$ cat src/hdl/prox_pkg.sv
/*
 * Shared constants for the proximity sensor control block: register
 * byte addresses, field positions, sample timing and controller states.
 * Assumes a single 200 MHz system clock.
 */
package prox_pkg;

    // ------------------------------------------------------------
    // Register addresses
    // ------------------------------------------------------------
    localparam logic [7:0] ADDR_GAIN_COARSE   = 8'h00;
    localparam logic [7:0] ADDR_GAIN_FINE     = 8'h01;
    localparam logic [7:0] ADDR_OFFSET_COARSE = 8'h02;
    localparam logic [7:0] ADDR_OFFSET_FINE   = 8'h03;
    localparam logic [7:0] ADDR_TEMP_COEFF    = 8'h04;
    localparam logic [7:0] ADDR_PROBE_SEL     = 8'h05;
    localparam logic [7:0] ADDR_RESULT_LOW    = 8'h06;
    localparam logic [7:0] ADDR_RESULT_HIGH   = 8'h07;
    localparam logic [7:0] ADDR_TEMP_SENSOR   = 8'h08;
    localparam logic [7:0] ADDR_THRESHOLD     = 8'h09;
    localparam logic [7:0] ADDR_RATE_SEL      = 8'h0a;
    localparam logic [7:0] ADDR_ACCUM_SEL     = 8'h0b;
    localparam logic [7:0] ADDR_CURRENT_TRIM  = 8'h0c;
    localparam logic [7:0] ADDR_SLEEP_INTV    = 8'h0d;
    localparam logic [7:0] ADDR_DEV_ADDR      = 8'h0f;
    localparam logic [7:0] ADDR_NVM_INDEX     = 8'h40;
    localparam logic [7:0] ADDR_NVM_DATA_LO   = 8'h42;
    localparam logic [7:0] ADDR_NVM_DATA_HI   = 8'h43;
    localparam logic [7:0] ADDR_NVM_CTRL1     = 8'h44;
    localparam logic [7:0] ADDR_NVM_CTRL2     = 8'h45;
    localparam logic [7:0] ADDR_NVM_CTRL3     = 8'h46;

    // ------------------------------------------------------------
    // Field positions and sizes
    // ------------------------------------------------------------
    localparam int          GAIN_CAP_LSB = 0;
    localparam int          GAIN_DIF_LSB = 2;
    localparam int          GAIN_XFR_LSB = 4;
    localparam int          GAIN_POL_BIT = 7;
    localparam int          RES_W        = 10;
    localparam int          NVM_WORDS    = 8;
    localparam logic [2:0]  NVM_LAST     = 3'h7;
    localparam logic [2:0]  NVM_RES_WORD = 3'h3;
    localparam logic [13:0] ACCUM_BASE   = 14'h0400;

    // ------------------------------------------------------------
    // Sample timing
    // ------------------------------------------------------------
    localparam int CLK_FREQ_HZ         = 200_000_000;
    localparam int SAMPLE_FREQ_FAST_HZ = 40_000;
    localparam int SAMPLE_FREQ_SLOW_HZ = 20_000;
    localparam int SAMPLE_CYC_FAST     = CLK_FREQ_HZ / SAMPLE_FREQ_FAST_HZ;
    localparam int SAMPLE_CYC_SLOW     = CLK_FREQ_HZ / SAMPLE_FREQ_SLOW_HZ;

    // ------------------------------------------------------------
    // Controller states
    // ------------------------------------------------------------
    typedef enum logic [3:0] {
        ST_LOAD  = 4'h1,
        ST_CONV  = 4'h2,
        ST_IDLE  = 4'h4,
        ST_SLEEP = 4'h8
    } ctrl_state_t;

endpackage

$ cat src/hdl/proximity_sensor_ctrl_regs.sv
/*
 * Register bank, conversion scheduler and threshold comparator of a
 * capacitive proximity sensor front end.
 * Assumes a byte-wide register port from the serial bus front end, a
 * nonvolatile word store read combinationally, and an analog
 * accumulator on the same clock that presents its sum when told.
 */
// Summary of operation
// - Registers are bytes; two consecutive registers share one 16-bit stored word.
// - Odd register of each pair maps to the upper byte of its word.
// - Device address changes only through the address setting procedure and the power-up copy of word 7.
// - Gain coarse bits 1:0 select the conversion capacitance.
// - Gain coarse bits 3:2 select the differential amplifier gain.
// - Gain coarse bits 5:4 select the charge transfer capacitor.
// - Gain coarse bit 7 sets the offset correction polarity.
// - Fine gain value sets conversion gain to one plus value over 255.
// - Coarse offset value sets correction of 8 pF times value over 255.
// - Fine offset value sets correction of 40 fF times value over 255.
// - Temperature trim sets coefficient from minus 1000 to plus 1000 ppm.
// - Probe select routes one of four nodes to the monitor pin.
// - Ten-bit result splits into high byte and bits 7:6 of low register.
// - Temperature sensor trim shifts sensor output by value-dependent volts.
// - Comparator pin high while high result byte exceeds the threshold.
// - Rate bit low gives 40 kHz sampling, high gives 20 kHz.
// - Accumulation field selects 1024, 2048, 4096 or 8192 samples.
// - Current trim lowers bias; software avoids values near 255.
// - Nonzero sleep interval N idles N conversion times between conversions.
// - Zero sleep interval converts continuously.
// - After each idle interval exactly one conversion runs, then idle again.
// - Conversion time follows from sample rate and accumulation count.
// - Sleep pin low stops all but registers; resumes when it rises.
// - After power-up stored words are copied into the function registers.
`timescale 1ns/100ps

module proximity_sensor_ctrl_regs #(
    parameter int SAMPLE_CYC_FAST = prox_pkg::SAMPLE_CYC_FAST,
    parameter int SAMPLE_CYC_SLOW = prox_pkg::SAMPLE_CYC_SLOW
) (
    input  wire logic        clock,
    input  wire logic        rst_n,
    input  wire logic [7:0]  reg_addr,
    input  wire logic        reg_wr,
    input  wire logic [7:0]  reg_wdata,
    input  wire logic        reg_rd,
    output logic      [7:0]  reg_rdata,
    input  wire logic        addr_set,
    input  wire logic [6:0]  addr_set_value,
    output logic      [6:0]  bus_device_address,
    output logic      [2:0]  nvm_rd_index,
    input  wire logic [15:0] nvm_rd_data,
    output logic             load_busy,
    input  wire logic        sleep_pin,
    output logic             afe_active,
    output logic             sample_tick,
    output logic             conv_start,
    output logic             conv_done,
    input  wire logic [9:0]  afe_result,
    output logic      [1:0]  cvc_cap_sel,
    output logic      [1:0]  diff_gain_sel,
    output logic      [1:0]  transfer_cap_sel,
    output logic             offset_polarity,
    output logic      [7:0]  gain_fine_cfg,
    output logic      [7:0]  offset_coarse_cfg,
    output logic      [7:0]  offset_fine_cfg,
    output logic      [7:0]  temp_coeff_trim,
    output logic      [1:0]  probe_select,
    output logic      [7:0]  temp_sensor_trim,
    output logic      [7:0]  current_trim,
    output logic             above_threshold_out
);

    // ------------------------------------------------------------
    // State
    // ------------------------------------------------------------
    typedef struct packed {
        prox_pkg::ctrl_state_t st;
        logic [7:0]  cgain;
        logic [7:0]  fgain;
        logic [7:0]  cofs;
        logic [7:0]  fofs;
        logic [7:0]  tco;
        logic [1:0]  probe;
        logic [9:0]  res;
        logic [7:0]  tsen;
        logic [7:0]  thr;
        logic        rate;
        logic [1:0]  accum;
        logic [7:0]  bias;
        logic [7:0]  intv;
        logic [6:0]  dev;
        logic [7:0]  n_idx;
        logic [7:0]  n_dlo;
        logic [7:0]  n_dhi;
        logic [7:0]  n_c1;
        logic [7:0]  n_c2;
        logic [7:0]  n_c3;
        logic [13:0] div;
        logic [13:0] smp;
        logic [7:0]  idle;
        logic [2:0]  ld_idx;
        logic [7:0]  rdata;
        logic        above;
        logic        tick;
        logic        start;
        logic        done;
        logic        sync_m;
        logic        sync_s;
    } state_t;

    localparam state_t RST_STATE = '{st: prox_pkg::ST_LOAD, default: '0};

    state_t      s_q;
    state_t      s_d;
    logic [13:0] period;
    logic [13:0] accum_last;

    // ------------------------------------------------------------
    // Next state
    // ------------------------------------------------------------
    always_comb
    begin
        s_d       = s_q;
        s_d.tick  = 1'b0;
        s_d.start = 1'b0;
        s_d.done  = 1'b0;
        s_d.sync_m = sleep_pin;
        s_d.sync_s = s_q.sync_m;
        period = s_q.rate ? 14'(SAMPLE_CYC_SLOW - 1) : 14'(SAMPLE_CYC_FAST - 1);
        accum_last = 14'((prox_pkg::ACCUM_BASE << s_q.accum) - 14'h0001);
        // Ordinary writes; result and address registers are not writable.
        if (reg_wr)
        begin
            case (reg_addr)
                prox_pkg::ADDR_GAIN_COARSE:   s_d.cgain = reg_wdata;
                prox_pkg::ADDR_GAIN_FINE:     s_d.fgain = reg_wdata;
                prox_pkg::ADDR_OFFSET_COARSE: s_d.cofs  = reg_wdata;
                prox_pkg::ADDR_OFFSET_FINE:   s_d.fofs  = reg_wdata;
                prox_pkg::ADDR_TEMP_COEFF:    s_d.tco   = reg_wdata;
                prox_pkg::ADDR_PROBE_SEL:     s_d.probe = reg_wdata[1:0];
                prox_pkg::ADDR_TEMP_SENSOR:   s_d.tsen  = reg_wdata;
                prox_pkg::ADDR_THRESHOLD:     s_d.thr   = reg_wdata;
                prox_pkg::ADDR_RATE_SEL:      s_d.rate  = reg_wdata[0];
                prox_pkg::ADDR_ACCUM_SEL:     s_d.accum = reg_wdata[1:0];
                prox_pkg::ADDR_CURRENT_TRIM:  s_d.bias  = reg_wdata;
                prox_pkg::ADDR_SLEEP_INTV:    s_d.intv  = reg_wdata;
                prox_pkg::ADDR_NVM_INDEX:     s_d.n_idx = reg_wdata;
                prox_pkg::ADDR_NVM_DATA_LO:   s_d.n_dlo = reg_wdata;
                prox_pkg::ADDR_NVM_DATA_HI:   s_d.n_dhi = reg_wdata;
                prox_pkg::ADDR_NVM_CTRL1:     s_d.n_c1  = reg_wdata;
                prox_pkg::ADDR_NVM_CTRL2:     s_d.n_c2  = reg_wdata;
                prox_pkg::ADDR_NVM_CTRL3:     s_d.n_c3  = reg_wdata;
                default:                      s_d.n_c3  = s_q.n_c3;
            endcase
        end
        if (addr_set)
        begin
            s_d.dev = addr_set_value;
        end
        // Read data is captured so the bus front end sees a stable byte.
        if (reg_rd)
        begin
            case (reg_addr)
                prox_pkg::ADDR_GAIN_COARSE:   s_d.rdata = s_q.cgain;
                prox_pkg::ADDR_GAIN_FINE:     s_d.rdata = s_q.fgain;
                prox_pkg::ADDR_OFFSET_COARSE: s_d.rdata = s_q.cofs;
                prox_pkg::ADDR_OFFSET_FINE:   s_d.rdata = s_q.fofs;
                prox_pkg::ADDR_TEMP_COEFF:    s_d.rdata = s_q.tco;
                prox_pkg::ADDR_PROBE_SEL:     s_d.rdata = {6'h00, s_q.probe};
                prox_pkg::ADDR_RESULT_LOW:    s_d.rdata = {s_q.res[1:0], 6'h00};
                prox_pkg::ADDR_RESULT_HIGH:   s_d.rdata = s_q.res[9:2];
                prox_pkg::ADDR_TEMP_SENSOR:   s_d.rdata = s_q.tsen;
                prox_pkg::ADDR_THRESHOLD:     s_d.rdata = s_q.thr;
                prox_pkg::ADDR_RATE_SEL:      s_d.rdata = {7'h00, s_q.rate};
                prox_pkg::ADDR_ACCUM_SEL:     s_d.rdata = {6'h00, s_q.accum};
                prox_pkg::ADDR_CURRENT_TRIM:  s_d.rdata = s_q.bias;
                prox_pkg::ADDR_SLEEP_INTV:    s_d.rdata = s_q.intv;
                prox_pkg::ADDR_DEV_ADDR:      s_d.rdata = {1'b0, s_q.dev};
                prox_pkg::ADDR_NVM_INDEX:     s_d.rdata = s_q.n_idx;
                prox_pkg::ADDR_NVM_DATA_LO:   s_d.rdata = s_q.n_dlo;
                prox_pkg::ADDR_NVM_DATA_HI:   s_d.rdata = s_q.n_dhi;
                prox_pkg::ADDR_NVM_CTRL1:     s_d.rdata = s_q.n_c1;
                prox_pkg::ADDR_NVM_CTRL2:     s_d.rdata = s_q.n_c2;
                prox_pkg::ADDR_NVM_CTRL3:     s_d.rdata = s_q.n_c3;
                default:                      s_d.rdata = 8'h00;
            endcase
        end
        case (s_q.st)
            prox_pkg::ST_LOAD:
            begin
                // One stored word per cycle; the load wins over bus writes.
                case (s_q.ld_idx)
                    3'h0:
                    begin
                        s_d.cgain = nvm_rd_data[7:0];
                        s_d.fgain = nvm_rd_data[15:8];
                    end
                    3'h1:
                    begin
                        s_d.cofs = nvm_rd_data[7:0];
                        s_d.fofs = nvm_rd_data[15:8];
                    end
                    3'h2:
                    begin
                        s_d.tco   = nvm_rd_data[7:0];
                        s_d.probe = nvm_rd_data[9:8];
                    end
                    3'h4:
                    begin
                        s_d.tsen = nvm_rd_data[7:0];
                        s_d.thr  = nvm_rd_data[15:8];
                    end
                    3'h5:
                    begin
                        s_d.rate  = nvm_rd_data[0];
                        s_d.accum = nvm_rd_data[9:8];
                    end
                    3'h6:
                    begin
                        s_d.bias = nvm_rd_data[7:0];
                        s_d.intv = nvm_rd_data[15:8];
                    end
                    3'h7:
                    begin
                        s_d.dev = nvm_rd_data[14:8];
                    end
                    default:
                    begin
                        // Result word is read-only and is not restored.
                        s_d.res = s_q.res;
                    end
                endcase
                s_d.ld_idx = s_q.ld_idx + 3'h1;
                if (s_q.ld_idx == prox_pkg::NVM_LAST)
                begin
                    s_d.st    = prox_pkg::ST_CONV;
                    s_d.start = 1'b1;
                    s_d.smp   = '0;
                    s_d.div   = period;
                end
            end
            prox_pkg::ST_CONV,
            prox_pkg::ST_IDLE:
            begin
                if (!s_q.sync_s)
                begin
                    s_d.st = prox_pkg::ST_SLEEP;
                end
                else if (s_q.div != 14'h0000)
                begin
                    s_d.div = s_q.div - 14'h0001;
                end
                else
                begin
                    s_d.div  = period;
                    s_d.tick = (s_q.st == prox_pkg::ST_CONV);
                    if (s_q.smp != accum_last)
                    begin
                        s_d.smp = s_q.smp + 14'h0001;
                    end
                    else
                    begin
                        s_d.smp = '0;
                        if (s_q.st == prox_pkg::ST_CONV)
                        begin
                            s_d.done = 1'b1;
                            s_d.res  = afe_result;
                            s_d.idle = 8'h00;
                            if (s_q.intv != 8'h00)
                            begin
                                s_d.st = prox_pkg::ST_IDLE;
                            end
                            else
                            begin
                                s_d.start = 1'b1;
                            end
                        end
                        else if (s_q.intv == 8'h00 || s_q.idle >= s_q.intv - 8'h01)
                        begin
                            s_d.st    = prox_pkg::ST_CONV;
                            s_d.start = 1'b1;
                        end
                        else
                        begin
                            s_d.idle = s_q.idle + 8'h01;
                        end
                    end
                end
            end
            prox_pkg::ST_SLEEP:
            begin
                // A conversion cut by sleep is discarded and restarted whole.
                s_d.smp  = '0;
                s_d.div  = period;
                s_d.idle = 8'h00;
                if (s_q.sync_s)
                begin
                    s_d.st    = prox_pkg::ST_CONV;
                    s_d.start = 1'b1;
                end
            end
            default:
            begin
                s_d.st     = prox_pkg::ST_LOAD;
                s_d.ld_idx = 3'h0;
            end
        endcase
        s_d.above = (s_d.res[9:2] > s_d.thr);
    end

    always_ff @(posedge clock or negedge rst_n)
    begin
        if (!rst_n)
        begin
            s_q <= RST_STATE;
        end
        else
        begin
            s_q <= s_d;
        end
    end

    // ------------------------------------------------------------
    // Outputs
    // ------------------------------------------------------------
    assign reg_rdata           = s_q.rdata;
    assign bus_device_address  = s_q.dev;
    assign nvm_rd_index        = s_q.ld_idx;
    assign load_busy           = (s_q.st == prox_pkg::ST_LOAD);
    assign afe_active          = (s_q.st == prox_pkg::ST_CONV);
    assign sample_tick         = s_q.tick;
    assign conv_start          = s_q.start;
    assign conv_done           = s_q.done;
    assign cvc_cap_sel         = s_q.cgain[prox_pkg::GAIN_CAP_LSB +: 2];
    assign diff_gain_sel       = s_q.cgain[prox_pkg::GAIN_DIF_LSB +: 2];
    assign transfer_cap_sel    = s_q.cgain[prox_pkg::GAIN_XFR_LSB +: 2];
    assign offset_polarity     = s_q.cgain[prox_pkg::GAIN_POL_BIT];
    assign gain_fine_cfg       = s_q.fgain;
    assign offset_coarse_cfg   = s_q.cofs;
    assign offset_fine_cfg     = s_q.fofs;
    assign temp_coeff_trim     = s_q.tco;
    assign probe_select        = s_q.probe;
    assign temp_sensor_trim    = s_q.tsen;
    // Values near full scale starve the bias; software must keep clear.
    assign current_trim        = s_q.bias;
    assign above_threshold_out = s_q.above;
endmodule

$ cat config.mk
export PLATFORM = sky130hd
export DESIGN_NAME = proximity_sensor_ctrl_regs
export DESIGN_NICKNAME = d
export VERILOG_FILES = /design/src/hdl/prox_pkg.sv /design/src/hdl/proximity_sensor_ctrl_regs.sv
export SDC_FILE = /design/constraint.sdc
export NUM_CORES = 1
export LEC_CHECK = 0
export BUFFER_PORTS_ARGS = -buffer_cell sky130_fd_sc_hd__buf_2
export CAP_MARGIN = 0
export CORE_AREA = 2 2 143 145
export DETAILED_ROUTE_END_ITERATION = 10
export DIE_AREA = 0 0 145 147
export PLACE_DENSITY = 0.81
export RECOVER_POWER = 25
export SLEW_MARGIN = 10
export SYNTH_ARGS = -nofsm -noshare
export SYNTH_HDL_FRONTEND = slang
export SYNTH_SLANG_ARGS = --single-unit
$ cat constraint.sdc
create_clock -name clock -period 6 [get_ports clock]
set_input_delay 1.8 -clock clock [delete_from_list [all_inputs] [get_ports clock]]
set_output_delay 1.8 -clock clock [all_outputs]
set_load 0.005 [all_outputs]
==> metrics.md <==
| Metric | Value |
|---|---|
| Run status | complete, but fails checks |
| Failing checks | max-capacitance violations, max-slew violations |
| Initial antenna violation count | 0 |
| Crit path kind | in -> reg |
| Mapped Cells | 1206 |
| Crit-path cells | buf_2 -> nor2b_1 -> nand2_1 -> nor2_2 -> mux2i_1 -> o21a_1 -> ha_1 -> nor2b_1 -> o21a_1 -> o21a_1 -> o21a_1 -> o21ai_0 -> a21oi_1 |
| WP data arrival | 4.65 ns |
| Reg2Reg Depth | 11 |
| CTS Buf Count | 17 |
| Synth Register Bits | 199 |
| Clock root cell | clkbuf_16 |
| Post-CTS sizing | 0 |
| Avg Inst Size Synth | 9.66 um2 |
| Max Cap Viol | 1 |
| Die Span X | 145 um |
| Pwr Density | 383 nW/um2 |
| Slew headroom | -60.5% |
| ANT cells | 0 |
| Area grow syn2layout | 6.96% |
| Largest net degree at the start of global routing | 107 |
| Number of H-tree levels | 4 |
| Num rows | 52 |
| Final Hold Fails | 0 |
| Initial Util | 58.7% |
| Hold path cells | 0 |
| Distinct cells, synth | 77 |
| Die area | 21300 um2 |
| Drc violations | 0 |
| Fmax | 0.232 GHz |
| Reg2reg end | above_threshold_out |
| PortBufs | 135 |
| Final setup vio count | 0 |
| Register area share after synthesis | 42.8% |
| Routed length per placed instance | 24.3 um |
| Synth Flop Type | dfrtp_1 |
| Slew Viols, Final | 94 |
| Remaining Overflow, GRT | 0 |
| Hpwl dp | 25700 um |
| Routed wire length | 36600 um |
| Number of flops mapped to enable cells by yosys | 0 |
| TritonCTS Sinks | 199 |
| Share of layout cells above drive strength 1 | 21.3% |
| Cell mode on critical path | o21a_1 |
| CP max-delay cell | nor2_2 |
| R2R setup slack | 1.73 ns |
| Hold path startpoint | s_d[0] |
| Core footprint | 19800 um2 |
| Initial DRC Count | 1234 |
| Minimum clock period | 4.31 ns |
| Reg2reg start | s_q[196] |
| CTS clk-pin slew, worst paths | 0.08 ns |
| RSZ-0062 raised after global routing | false |
| Post-route ant nets | 0 |
| Hold_buf cts | 0 |
| Vias/cell | 6.53 |
| Via count | 9851 |
| Clock latency on the worst-skew pair | 0.45 ns |
| Mapped Area | 11600 um2 |
| CP Capture Type | register |
| HP Class | reg -> reg |
| Ys async rst share | 100% |
| DIE HEIGHT | 147 um |
| TNS Setup | 0 ns |
| DRT Pass-1 Iters | 6 |
| Ys Warns | 0 |
| Syn Nets | 1286 |
| Peak VDD IR | 0.000215 V |
| Period utilization | 71.9% |
| Setup Skew | 0.0139 ns |
| Largest fanout on the critical path | 8 |
| Static Leak | 5.61 nW |
| Gp weighted congestion | 1.04 |
| Global Route Usage Sum | 34.3% |
| Vias in the first global route | 9476 |
| Clock Tree Buf Depth | 2 |
| Boundary Pins | 136 |
| Setup Fix Bufs, Post-CTS | 0 |
| Design Power | 4.78 mW |
| CTS tree | built |
| Wire length of the first global-routing pass | 55900 um |
| Hold endpoint | s_q[0] |
| Largest stage delay, worst path | 0.50 ns |
| Slew @ Worst Pin | 2.41 ns |
| Nets | 1306 |
| Worst Setup Start Kind | input port |
| Req. time, crit path | 6.33 ns |
[layout make-up]
class | count | area [um2]
clock inverters | 12 | 119
repair buffers | 144 | 756
fillers | 1624 | 7390
inverters | 23 | 86.3
well taps | 270 | 338
multi-input cells | 841 | 5730
flip-flops and latches | 199 | 4980
clock buffers | 20 | 447
[metal layers]
layer  share of wire (%)  wire, um  vias up  GRT usage (%)
li1                    -         -     4308              -
met3                  12      4260      124           9.81
met2                  44     16100      653           51.6
met4                 4.3      1560        0           16.5
met5                   0         0        -              0
met1                  40     14700     4766           46.0
[state kept, by name (all words and copies together), names as in the netlist]
signal	count
reg_rdata	8
above_threshold_out	1
offset_polarity	1
offset_coarse_cfg	8
conv_start	1
s_q	119
gain_fine_cfg	8
temp_sensor_trim	8
bus_device_address	7
sample_tick	1
probe_select	2
diff_gain_sel	2
nvm_rd_index	3
offset_fine_cfg	8
cvc_cap_sel	2
transfer_cap_sel	2
s_d	1
current_trim	8
temp_coeff_trim	8
conv_done	1
[Yosys cell counts, types with 6 or more instances]
library cell / number / area [um2]
dfrtp_1: 198 / 4950
nand2_1: 109 / 409
mux2i_1: 101 / 1010
nor2_1: 97 / 364
a21oi_1: 82 / 410
buf_4: 74 / 556
o21ai_0: 64 / 320
mux2_2: 63 / 709
clkbuf_1: 53 / 199
nand3_1: 39 / 195
ha_1: 25 / 313
inv_1: 23 / 86.3
a22oi_1: 18 / 135
and3_1: 18 / 113
nor3_1: 15 / 75.1
o21a_1: 13 / 97.6
a31oi_1: 11 / 68.8
and2_1: 10 / 62.6
xnor2_1: 10 / 87.6
xor2_1: 10 / 87.6
buf_2: 9 / 45.0
nor2b_1: 9 / 56.3
nor4_1: 9 / 56.3
o31ai_1: 9 / 67.6
a32oi_1: 8 / 70.1
nand4_1: 8 / 50.1
nand2b_1: 7 / 43.8
o41ai_1: 7 / 61.3
a22o_1: 6 / 52.6
nor3b_1: 6 / 45.0
[power breakdown]
group / leakage (nW) / internal [mW] / switching [mW]
clock: 0.262 / 0.591 / 0.552
sequential: 2.51 / 1.69 / 0.442
combinational: 2.84 / 0.657 / 0.847
total: 5.61 / 2.93 / 1.84
[worst max-delay path: cells and delay by family]
kind	cells	cell delay, ns
compound gates	6	0.90
fa+ha+maj	1	0.30
buf+inv	1	0.11
mux	1	0.14
simple gates	4	1.39
[per-stage QoR]
step	setup slack (ns)	cell area (um2)	util (%)	instances	hold WS, ns
2_1_floorplan	1.58	11600	-	1206	0.331
3_3_place_gp	1.40	11900	60.0	1477	0.333
3_5_place_dp	1.25	11900	60.0	1477	0.343
4_1_cts	1.69	12500	62.9	1509	0.360
5_1_grt	1.34	12500	62.8	1509	0.369
6_report	1.69	12500	62.8	1509	0.358
[worst max path at each step]
stage,slack (ns),endpoint,cells past startpoint,startpoint
detailed placement,1.25,above_threshold_out,13,reg_addr[0]
floorplan,1.58,above_threshold_out,12,reg_addr[5]
global placement,1.40,above_threshold_out,13,reg_addr[0]
finish,1.69,above_threshold_out,13,reg_addr[0]
CTS,1.69,above_threshold_out,13,reg_addr[0]
global route,1.34,above_threshold_out,11,s_q[196]
[cells in the final DEF (no fill, tap or decap), types with 4 or more instances in the layout]
cell / instances
dfrtp_1: 198
buf_2: 134
nand2_1: 109
mux2i_1: 101
nor2_1: 97
a21oi_1: 82
o21ai_0: 64
mux2_2: 63
nand3_1: 39
ha_1: 25
inv_1: 23
and3_1: 18
a22oi_1: 18
clkbuf_16: 17
nor3_1: 14
o21a_1: 13
a31oi_1: 11
xnor2_1: 10
xor2_1: 10
nor2b_1: 9
nor4_1: 9
and2_1: 9
o31ai_1: 9
nand4_1: 8
a32oi_1: 8
buf_4: 8
nand2b_1: 7
o41ai_1: 7
nor3b_1: 6
a22o_1: 6
nor2_2: 5
a21o_1: 5
or3_1: 5
nand3b_1: 5
a221oi_1: 5
clkinvlp_4: 5
a211o_1: 4
o22ai_1: 4
a311oi_1: 4
[cell families (layout without fill, tap and decap cells)]
group           Yosys count  count (layout)  share of synthesized area, %
fa+ha+maj                25              25                          2.69
compound gates          266             266                          14.7
flops                   199             199                          42.8
simple gates            365             365                          15.4
mux                     165             165                          15.0
xor+xnor                 20              20                          1.50
buf+inv                 166             199                          7.96
Power figures use the tool's default switching activity.
